===== config.mk =====
export PLATFORM = sky130hd
export DESIGN_NAME = mcs_regs
export DESIGN_NICKNAME = d
export VERILOG_FILES = /design/src/logic/mcs_pkg.sv /design/src/logic/mcs_regs.sv
export SDC_FILE = /design/constraint.sdc
export NUM_CORES = 1
export LEC_CHECK = 0
export BUFFER_PORTS_ARGS = -buffer_cell sky130_fd_sc_hd__buf_2
export CORE_UTILIZATION = 53
export DETAILED_ROUTE_END_ITERATION = 6
export HOLD_SLACK_MARGIN = 0.06
export PLACE_DENSITY = 0.72
export SKIP_CTS_REPAIR_TIMING = 1
export SLEW_MARGIN = 20
export SYNTH_ARGS = -nofsm -noshare
export SYNTH_HDL_FRONTEND = slang
export SYNTH_SLANG_ARGS = --single-unit

===== constraint.sdc =====
create_clock -name clk -period 1.9 [get_ports clk]
set_input_delay 0.285 -clock clk [delete_from_list [all_inputs] [get_ports clk]]
set_output_delay 0.285 -clock clk [all_outputs]
set_load 0.05 [all_outputs]

===== src/logic/mcs_pkg.sv =====
package mcs_pkg;
  // ---------------------------------------------------------------------------
  // register map
  // ---------------------------------------------------------------------------
  localparam int MCS_NREGS = 6;
  localparam logic [6:0] MCS_OFS_CAP_START = 7'h1D;
  localparam logic [6:0] MCS_OFS_TRIM_A = 7'h21;
  localparam logic [6:0] MCS_OFS_TRIM_B = 7'h22;
  localparam logic [6:0] MCS_OFS_CORE_RB = 7'h41;
  localparam logic [6:0] MCS_OFS_TRIM_C = 7'h43;
  localparam logic [6:0] MCS_OFS_SYNC_REF = 7'h48;

  // storage index of each register
  localparam logic [2:0] MCS_IDX_CAP_START = 3'h0;
  localparam logic [2:0] MCS_IDX_TRIM_A = 3'h1;
  localparam logic [2:0] MCS_IDX_TRIM_B = 3'h2;
  localparam logic [2:0] MCS_IDX_CORE_RB = 3'h3;
  localparam logic [2:0] MCS_IDX_TRIM_C = 3'h4;
  localparam logic [2:0] MCS_IDX_SYNC_REF = 3'h5;

  // reset values, by index
  localparam logic [15:0] MCS_RST [MCS_NREGS] = '{16'h05FF, 16'h7777, 16'h0007, 16'h65F0, 16'h50C8, 16'h0000};
  // writable bits, by index; read-only bits stay at their reset value
  localparam logic [15:0] MCS_WMASK [MCS_NREGS] = '{16'h1FFF, 16'hFFFF, 16'h3FFF, 16'hFE0F, 16'hFFFF, 16'h7FFF};

  // ---------------------------------------------------------------------------
  // field positions
  // ---------------------------------------------------------------------------
  localparam int MCS_CAP_LSB = 0;
  localparam int MCS_CAP_MSB = 7;
  localparam int MCS_CORE_LSB = 4;
  localparam int MCS_CORE_MSB = 8;
  localparam int MCS_FORCE_BIT = 2;
  localparam int MCS_BYP_LSB = 0;
  localparam int MCS_BYP_MSB = 1;
  localparam logic [4:0] MCS_CORE_NONE = 5'h1F;
  localparam logic [15:0] MCS_READ_UNMAPPED = 16'h0000;

  // retime bypass codes
  localparam logic [1:0] MCS_BYP_NORMAL = 2'h0;
  localparam logic [1:0] MCS_BYP_ALL = 2'h1;
  localparam logic [1:0] MCS_BYP_ENGAGE = 2'h2;

  // frame reference path modes
  localparam logic [1:0] MCS_MODE_CONT = 2'h0;
  localparam logic [1:0] MCS_MODE_PULSER = 2'h1;
  localparam logic [1:0] MCS_MODE_REPEAT = 2'h2;

  // output function select code for multiplier operation
  localparam logic [2:0] MCS_FUNC_MULT = 3'h3;

  // calibration control carried to the multiplier
  typedef struct packed {
    logic mult_active;
    logic search_enable;
    logic [2:0] core_start;
    logic [7:0] cap_start;
  } mcs_cal_t;
endpackage


===== src/logic/mcs_regs.sv =====
`timescale 1ns/100ps
// Notes on behaviour
// [RQ1] bits 7-0 hold calibration start capacitance, reset FFh, optional to write.
// [RQ2] software writes 0x5 into bits 12-8 of the start register.
// [RQ3] software writes 0x6666 to the register at 21h.
// [RQ4] software writes 0x5 to bits 13-0 at 22h.
// [RQ5] software writes 0x51CB to the register at 43h.
// [RQ6] software keeps 0x32 in bits 15-9 of the core readback register.
// [RQ7] read-only upper bits read zero; software writes zero to them.
// [RQ8] bits 8-4 read back active core, one bit low.
// [RQ9] force bit 2 acts as request input held high.
// [RQ10] while forced, external request input level is ignored.
// [RQ11] bypass 0: retime in generator modes, skip in repeater mode.
// [RQ12] bypass 1: skip retiming in every mode.
// [RQ13] bypass 2: retime in every mode; code 3 reserved.
// [RQ14] software may fully bypass in generator mode to save current.
// [RQ15] software retimes all modes only with phase-coherent request input.
// [RQ16] calibration in use only when output function select is 3.
// [RQ17] core force clear: start core; set: core used without search.
// [RQ18] registers 16 bits; read-only writes ignored; reads give reset or live.
module mcs_regs
  import mcs_pkg::*;
(
  // clock and reset
  input wire logic clk,
  input wire logic rst_n,
  // register port from the serial programming decoder
  input wire logic reg_wr,
  input wire logic reg_rd,
  input wire logic [6:0] reg_addr,
  input wire logic [15:0] reg_wdata,
  output logic [15:0] reg_rdata,
  output logic reg_rvalid,
  // settings held elsewhere in the map
  input wire logic [2:0] output_function_select,
  input wire logic osc_core_force,
  input wire logic [2:0] osc_core_select,
  input wire logic [1:0] frame_ref_mode,
  // live inputs from pins and the oscillator
  input wire logic frame_ref_request_input,
  input wire logic [4:0] osc_core_live,
  // outputs to the frame reference path and multiplier
  output logic frame_ref_request_eff,
  output logic frame_ref_retime_engage,
  output mcs_cal_t cal_ctrl
);

  // ---------------------------------------------------------------------------
  // input synchronisers
  // ---------------------------------------------------------------------------
  logic req_meta;
  logic req_sync;
  logic [4:0] core_meta;
  logic [4:0] core_sync;

  // two flops on asynchronous inputs
  always_ff @(posedge clk or negedge rst_n) begin
    if (!rst_n) begin
      req_meta <= 1'b0;
      req_sync <= 1'b0;
      core_meta <= MCS_CORE_NONE;
      core_sync <= MCS_CORE_NONE;
    end else begin
      req_meta <= frame_ref_request_input;
      req_sync <= req_meta;
      core_meta <= osc_core_live;
      core_sync <= core_meta;
    end
  end

  // ---------------------------------------------------------------------------
  // core code filter
  // ---------------------------------------------------------------------------
  logic [4:0] core_prev;
  logic [4:0] core_held;
  logic [4:0] next_core_held;

  // the core code is a multi-bit word from another domain; a change of two bits
  // can be caught half done, so a code is taken only once two samples agree
  always_comb begin
    next_core_held = core_held;
    if (core_sync == core_prev) begin
      next_core_held = core_sync; // RQ8
    end
  end

  always_ff @(posedge clk or negedge rst_n) begin
    if (!rst_n) begin
      core_prev <= MCS_CORE_NONE;
      core_held <= MCS_CORE_NONE;
    end else begin
      core_prev <= core_sync;
      core_held <= next_core_held;
    end
  end

  // ---------------------------------------------------------------------------
  // register storage
  // ---------------------------------------------------------------------------
  logic [15:0] regs [MCS_NREGS];
  logic [15:0] next_regs [MCS_NREGS];
  logic hit;
  logic [2:0] idx;

  // address decode
  always_comb begin
    hit = 1'b1;
    idx = MCS_IDX_CAP_START;
    if (reg_addr == MCS_OFS_CAP_START) begin
      idx = MCS_IDX_CAP_START;
    end else if (reg_addr == MCS_OFS_TRIM_A) begin
      idx = MCS_IDX_TRIM_A;
    end else if (reg_addr == MCS_OFS_TRIM_B) begin
      idx = MCS_IDX_TRIM_B;
    end else if (reg_addr == MCS_OFS_CORE_RB) begin
      idx = MCS_IDX_CORE_RB;
    end else if (reg_addr == MCS_OFS_TRIM_C) begin
      idx = MCS_IDX_TRIM_C;
    end else if (reg_addr == MCS_OFS_SYNC_REF) begin
      idx = MCS_IDX_SYNC_REF;
    end else begin
      hit = 1'b0;
    end
  end

  // per-register write with read-only bits masked off
  generate
    for (genvar i = 0; i < MCS_NREGS; i++) begin : g_reg
      always_comb begin
        next_regs[i] = regs[i];
        if (reg_wr && hit && idx == 3'(i)) begin
          next_regs[i] = (reg_wdata & MCS_WMASK[i]) | (regs[i] & ~MCS_WMASK[i]); // RQ18 RQ7
        end
      end

      always_ff @(posedge clk or negedge rst_n) begin
        if (!rst_n) begin
          regs[i] <= MCS_RST[i]; // RQ1
        end else begin
          regs[i] <= next_regs[i];
        end
      end
    end
  endgenerate

  // ---------------------------------------------------------------------------
  // read path
  // ---------------------------------------------------------------------------
  logic [15:0] next_rdata;
  logic next_rvalid;
  logic [4:0] core_view;

  // core readback: live core only while the multiplier is in use
  always_comb begin
    core_view = MCS_CORE_NONE;
    if (output_function_select == MCS_FUNC_MULT) begin
      core_view = core_held; // RQ8 RQ16
    end
    next_rvalid = reg_rd;
    next_rdata = MCS_READ_UNMAPPED;
    if (reg_rd && hit) begin
      next_rdata = regs[idx];
      if (idx == MCS_IDX_CORE_RB) begin
        next_rdata[MCS_CORE_MSB:MCS_CORE_LSB] = core_view; // RQ8 RQ18
      end
    end
  end

  always_ff @(posedge clk or negedge rst_n) begin
    if (!rst_n) begin
      reg_rdata <= MCS_READ_UNMAPPED;
      reg_rvalid <= 1'b0;
    end else begin
      reg_rdata <= next_rdata;
      reg_rvalid <= next_rvalid;
    end
  end

  // ---------------------------------------------------------------------------
  // frame reference request and retiming
  // ---------------------------------------------------------------------------
  logic req_force;
  logic [1:0] byp;
  logic next_req_eff;
  logic next_engage;

  assign req_force = regs[MCS_IDX_SYNC_REF][MCS_FORCE_BIT];
  assign byp = regs[MCS_IDX_SYNC_REF][MCS_BYP_MSB:MCS_BYP_LSB];

  // force overrides the pin; bypass code picks the retiming path
  always_comb begin
    next_req_eff = req_sync;
    if (req_force) begin
      next_req_eff = 1'b1; // RQ9 RQ10
    end
    if (byp == MCS_BYP_ALL) begin
      next_engage = 1'b0; // RQ12
    end else if (byp == MCS_BYP_ENGAGE) begin
      next_engage = 1'b1; // RQ13
    end else begin
      next_engage = (frame_ref_mode != MCS_MODE_REPEAT); // RQ11
    end
  end

  always_ff @(posedge clk or negedge rst_n) begin
    if (!rst_n) begin
      frame_ref_request_eff <= 1'b0;
      frame_ref_retime_engage <= 1'b1;
    end else begin
      frame_ref_request_eff <= next_req_eff;
      frame_ref_retime_engage <= next_engage;
    end
  end

  // ---------------------------------------------------------------------------
  // multiplier calibration control
  // ---------------------------------------------------------------------------
  mcs_cal_t next_cal;

  // calibration start values, passed in every mode; active and search flags only in multiplier operation
  always_comb begin
    next_cal.mult_active = (output_function_select == MCS_FUNC_MULT); // RQ16
    next_cal.search_enable = next_cal.mult_active & ~osc_core_force; // RQ17
    next_cal.core_start = osc_core_select; // RQ17
    next_cal.cap_start = regs[MCS_IDX_CAP_START][MCS_CAP_MSB:MCS_CAP_LSB]; // RQ1
  end

  always_ff @(posedge clk or negedge rst_n) begin
    if (!rst_n) begin
      cal_ctrl <= '0;
    end else begin
      cal_ctrl <= next_cal;
    end
  end

endmodule


# [After elaboration in Yosys (flattened, before gate mapping)]
# Cells that the tools add are included.
[op_classes] n_reduce_logical=9 mux=21 div=0 eq_ne=16 shift=0 mul=0 bitwise_logic=7 magnitude_cmp=1 addsub=0
[ops] op="binary-select mux 16 bit (select 3 bit)" n=1
[ops] op="2-to-1 mux 16 bit" n=3
[ops] op="== test 7 bit (second input constant)" n=3
[ops] op="2-to-1 mux 3 bit" n=6
[ops] op="OR 13 x 16 -> 16 bit" n=1
[ops] op="OR 14 x 16 -> 16 bit" n=1
[ops] op="OR 15 x 16 -> 16 bit" n=1
[ops] op="OR 16 x 9 -> 16 bit" n=1
[ops] op="== test 7 x 6 -> 1 bit (second input constant)" n=2
[ops] op="2-to-1 mux 5 bit" n=2
[ops] op="== test 3 x 2 -> 1 bit (second input constant)" n=3
[ops] op="2-to-1 mux 1 bit" n=9
[ops] op="logical AND 1 bit" n=8
[ops] op="== test 7 x 5 -> 1 bit (second input constant)" n=1
[ops] op="== test 3 bit (second input constant)" n=2
[ops] op="== test 5 bit" n=1
[ops] op="greater-or-equal comparator 4 bit (second input constant)" n=1
[ops] op="inverter 3 -> 4 bit" n=1
[ops] op="== test 3 x 1 -> 1 bit (second input constant)" n=1
[ops] op="logical NOT 3 bit" n=1
[ops] op="== test 2 x 1 -> 1 bit (second input constant)" n=1
[ops] op="== test 2 bit (second input constant)" n=1
[ops] op="!= test 2 bit (second input constant)" n=1
[ops] op="AND 1 bit" n=1
[ops] op="inverter 1 bit" n=1
[word_totals] mem_bits_rw=0 romBits=0 output_inout_bits=32 wordCells=74 memories=0 reg_bits=150 in_bits=42 latch_bits=0

# [Depth between registers and ports, before layout]
[logic_depth] ltp_word=13 ltp_mapped=8 ltp_nobuf=5

# [Worst setup path before layout]
# Ideal clock, no wire load.
[synth_path] kind="input to register" from="in reg_addr[3]" to="reg regs[71] (netlist name)" setup_ns=0.125 arrival_ns=1.945 setup_slack_ns=-0.171 required_ns=1.775 n_path_buf=2 path_stages=7 cell_sequence="or4b_4 > nor3_4 > a311o_4 > and3_1 > buf_6 > buf_12 > mux2_4"
[synth_via] elab_chain_len=9 elab_cells_between_ends=21 cone_classes="7 x eq/ne; 12 x mux; 2 x reduce/logical"
[synth_rtl] element="start, declared" line="mcs_regs.sv:30" text="input wire logic [6:0] reg_addr,"
[synth_rtl] element="== test 7 bit" line="mcs_regs.sv:119" text="end else if (reg_addr == MCS_OFS_SYNC_REF) begin"
[synth_rtl] element="2-to-1 mux 3 bit / 2-to-1 mux 1 bit (equally long branches)" line="mcs_regs.sv:119"
[synth_rtl] element="2-to-1 mux 3 bit / 2-to-1 mux 1 bit (equally long branches)" line="mcs_regs.sv:117" text="end else if (reg_addr == MCS_OFS_TRIM_C) begin"
[synth_rtl] element="2-to-1 mux 3 bit / 2-to-1 mux 1 bit (equally long branches)" line="mcs_regs.sv:115" text="end else if (reg_addr == MCS_OFS_CORE_RB) begin"
[synth_rtl] element="2-to-1 mux 3 bit / 2-to-1 mux 1 bit (equally long branches)" line="mcs_regs.sv:113" text="end else if (reg_addr == MCS_OFS_TRIM_B) begin"
[synth_rtl] element="2-to-1 mux 3 bit / 2-to-1 mux 1 bit (equally long branches)" line="mcs_regs.sv:111" text="end else if (reg_addr == MCS_OFS_TRIM_A) begin"
[synth_rtl] element="2-to-1 mux 3 bit / 2-to-1 mux 1 bit (equally long branches)" line="mcs_regs.sv:109" text="if (reg_addr == MCS_OFS_CAP_START) begin"
[synth_rtl] element="== test 3 x 1 -> 1 bit / logical AND 1 bit (equally long branches)" line="mcs_regs.sv:131" text="if (reg_wr && hit && idx == 3'(i)) begin"
[synth_rtl] element="logical AND 1 bit *" line="mcs_regs.sv:131"
[synth_rtl] element="end signal, assigned by index" line="mcs_regs.sv:138" text="regs[i] <= MCS_RST[i];"
[synth_rtl] element="end signal, assigned by index" line="mcs_regs.sv:140" text="regs[i] <= next_regs[i];"
[synth_rtl] element="end, declared" line="mcs_regs.sv:100" text="logic [15:0] regs [MCS_NREGS];"
# Every way passes the cells marked *; elsewhere a longest branch is shown, timed or not.
# A chain may end at the register's enable or synchronous reset.

# [Worst setup path in the final report]
[layout_path] from="in reg_addr[3]" to="reg reg_rdata[7]"
[layout_via] elab_chain_len=13 elab_cells_between_ends=26 cone_classes="7 x eq/ne; 17 x mux; 1 x bitwise; 1 x reduce/logical"
[layout_rtl] element="== test 7 bit" line="mcs_regs.sv:119"
[layout_rtl] element="2-to-1 mux 3 bit" line="mcs_regs.sv:119"
[layout_rtl] element="2-to-1 mux 3 bit" line="mcs_regs.sv:117"
[layout_rtl] element="2-to-1 mux 3 bit" line="mcs_regs.sv:115"
[layout_rtl] element="2-to-1 mux 3 bit" line="mcs_regs.sv:113"
[layout_rtl] element="2-to-1 mux 3 bit" line="mcs_regs.sv:111"
[layout_rtl] element="2-to-1 mux 3 bit" line="mcs_regs.sv:109"
[layout_rtl] element="inverter 3 -> 4 bit (not written as such)" line="mcs_regs.sv:162" text="next_rdata = regs[idx];"
[layout_rtl] element="binary-select mux 16 bit (select 3 bit)" line="mcs_regs.sv:162"
[layout_rtl] element="2-to-1 mux 16 bit (not written as such) (2 in series)" line="mcs_regs.sv:162"
[layout_rtl] element="2-to-1 mux 5 bit" line="mcs_regs.sv:163" text="if (idx == MCS_IDX_CORE_RB) begin"
[layout_rtl] element="2-to-1 mux 16 bit *" line="mcs_regs.sv:161" text="if (reg_rd && hit) begin"
[layout_rtl] element="named net next_rdata[7]" line="mcs_regs.sv:149" text="logic [15:0] next_rdata;"
[layout_rtl] element="end signal, assigned" line="mcs_regs.sv:174" text="reg_rdata <= next_rdata;"
[layout_rtl] element="end, declared" line="mcs_regs.sv:32" text="output logic [15:0] reg_rdata,"
# The timed path passes the listed nets; every way through them passes the cells marked *. The select of a mux whose other input is x is not followed.

==> flow_summary_export.csv <==
group,metric,value,unit
placed_design,placedCellCount,609,
synth,syn-instance-count,371,
min_path,hp-class,"in -> reg",
critical_path,worstSetupPathType,"in -> reg",
global_routing,gr-total-overflow,0,
clock_network,cts_tree,"built",
finish,final_cell_area,0.007248,sq mm
critical_path,crit_required,2.28,ns
timing,tightest_slew,0.7126,ns
critical_path,critical_path.max_fanout,13,
timing,post-route-period-util,87.55,%
synth,synth.area.top_cells,"dfrtp_1 (38%), dfstp_2 (25%), mux2_2 (16%)",
timing,grt_setup_unrepaired,"no",
synth,synth.top_cell.area_share,37.90,%
die,initial_utilization,54.61,%
global_routing,track_usage,25.15,%
synth,syn-cell-area,0.005613,sq mm
global_routing,grt_max_degree,49,
clock_network,clock-sinks,139,
finish,fillCellCount,729,
synth,ys_seq_area_share,63.17,%
timing,clock_skew,0.004956,ns
finish,drive_above_1_share,58.73,%
placed_design,dpl.hpwl,8234,um
placed_design,io_buffers,73,
job,timing.max_cap.violations,0,
critical_path,slowest_stage,"or4b_4",
synth,synth.distinct_cells,48,
die,io_pins,74,
drt,avgViaCountPerCell,5.734,
finish,n_antenna_cell,0,
die,die_w,104.9,um
timing,fmax,601.2,MHz
finish,layout.nets,550,
drt,first_pass_iters,4,
synth,yosysMostFrequentCell,"dfrtp_1",
clock_network,cts-root-buf,"clkbuf_8",
clock_network,cts_buffers,17,
synth,yosysTopAreaCell,"dfrtp_1",
synth,synth_fp_nets,413,
global_routing,grt_pass1_wl,20670,um
critical_path,arrival,2.05,ns
die,rows,37,
clock_network,clock_path_buffers,2,
synth,syn_avg_cell_area,15.13,sq um
timing,final-max-slew-violation-count,0,
global_routing,antenna_found_initial,0,
placed_design,place_congestion,0.8584,
min_path,whs_path_depth,3,
drt,drc,0,
die,die_y,104.9,um
synth,synth-edff-count,0,
drt,wl_per_cell,19.68,um
drt,finalWirelength,12930,um
critical_path,endpoint_kind,"flip-flop",
clock_network,clk_latency,0.51,ns
synth,ys_ff_latch,139,
clock_network,htreeDepth,4,
power,power.density,948.4,mW/mm^2
drt,via_count,3767,
die,dieArea,0.01101,sq mm
die,core,0.01028,sq mm
timing,slew_headroom,52.34,%
finish,area_delta_synth_final,29.14,%
placed_design,dpl-instance-area,0.006530,sq mm
timing,hold_slack,0.03315,ns
synth,netlist_top_cells_count,"dfrtp_1 (85), mux2_2 (80), dfstp_2 (54)",
synth,yosysWarnings,0,
critical_path,slowest_delay,0.57,ns
critical_path,ff2ff_path_depth,5,
synth,ys.flop_type,"dfrtp_1",
clock_network,cts.reportedPaths.clkPinSlew,0.06,ns
synth,async_reset_ff_share,100.0,%
global_routing,grt_pass1_vias,3901,
critical_path,start_kind,"input port",
critical_path,cp_cell_sequence,"buf_2 -> or4b_4 -> or3_1 -> buf_4 -> o221a_2 -> o21ai_0 -> a211oi_1",
timing,setup_viol,0,
drt,antenna_left,0,
power,leakagePower,3.429,nW
power,vdd_drop_max,0.5880,mV
status,run_status,"finished, final reports clean",
drt,drt_iter0_drc,188,
finish,final_cells,657,
timing,fin_crit,1.663,ns
timing,hold_viol,0,
-- metrics by stage --
step           setup WS, ns  power (mW)  util [%]  TNS (ns)
2_1_floorplan       -0.1136       3.633         -   -0.9193
3_3_place_gp        -0.3467       3.869     63.54    -9.383
3_5_place_dp        -0.4509       3.901     63.54    -11.01
4_1_cts             0.07719       6.886     68.91         0
5_1_grt              0.1998       7.115     70.53         0
6_report             0.2365       6.875     70.53         0
-- worst max-delay path: cells and delay by family --
kind	cells	cell delay, ns
simple gates	2	0.93
buf+inv	2	0.34
compound gates	3	0.48
-- report_power, final --
| part | switching [mW] | internal [mW] | leakage [nW] |
|---|---|---|---|
| Combinational | 0.304 | 0.254 | 1.44 |
| Clock | 1.11 | 1.88 | 0.273 |
| Sequential | 0.0988 | 3.23 | 1.72 |
| Total | 1.51 | 5.37 | 3.43 |
-- logic make-up (layout without fill, tap and decap cells) --
family / count (synthesis) / after routing / synth area share (%)
buffers and inverters: 20 / 170 / 2.029
and+or+nand+nor: 50 / 50 / 5.417
xor gates and xnor gates: 7 / 7 / 1.092
DFF: 139 / 139 / 63.17
muxes: 90 / 90 / 18.72
AOI/OAI and AO/OA: 65 / 65 / 9.563
-- registers in the layout, summed over array words and instances, names as in the netlist --
register	count
core_sync	5
next_cal	8
regs	75
cal_ctrl	13
req_meta	1
reg_rdata	16
core_prev	5
frame_ref_retime_engage	1
reg_rvalid	1
byp	2
frame_ref_request_eff	1
req_sync	1
core_held	5
core_meta	5
-- worst paths after layout --
kind,startpoint,to,slack [ns]
hold reg to reg,core_meta[1]$_DFF_PN1_,core_sync[1]$_DFF_PN1_,0.36
min in group asynchronous,rst_n,regs[53]$_DFFE_PN0P_,0.29
max in group asynchronous,rst_n,regs[72]$_DFFE_PN1P_,0.95
setup / recovery,reg_addr[3],reg_rdata[7]$_DFF_PN0_,0.24
hold / removal,output_function_select[0],cal_ctrl[12]$_DFF_PN0_,0.03
setup reg to reg,core_sync[0]$_DFF_PN1_,core_held[1]$_DFFE_PN1N_,0.27
-- final cells by class --
cell class              count  area, sq um  area share [%]
multi-input cells         212         1981           27.33
clock buffers              31        546.8           7.544
repair buffers            138        999.7           13.79
clock inverters             1        5.005         0.06905
flip-flops and latches    139         3546           48.92
well taps                 136        170.2           2.348
-- cell usage in the layout (no fill, tap or decap), drive strengths merged, types with 3 or more instances in the layout --
cell type    synthesis  routed
nor3                 9       9
o221ai               7       7
a32oi                6       6
dfrtp               85      85
buf                 11     122
o22a                 7       7
nand2                7       7
o221a                5       5
a211oi              12      12
dfstp               54      54
dlygate4sd3          0      16
o21ai                9       9
mux2                90      90
nand3                4       4
clkbuf               9      31
nor2                 9       9
xnor2                4       4
a221oi              10      10
xor2                 3       3
-- layer usage --
metal / track usage [%] / share of wire (%) / vias to the layer above
met5: 0 / 0 / -
met4: 9.557 / 1.8 / 0
met3: 6.675 / 5.7 / 17
met2: 37.70 / 45 / 131
met1: 35.27 / 47 / 1940
li1: - / - / 1679
(Power assumes the default switching activity.)
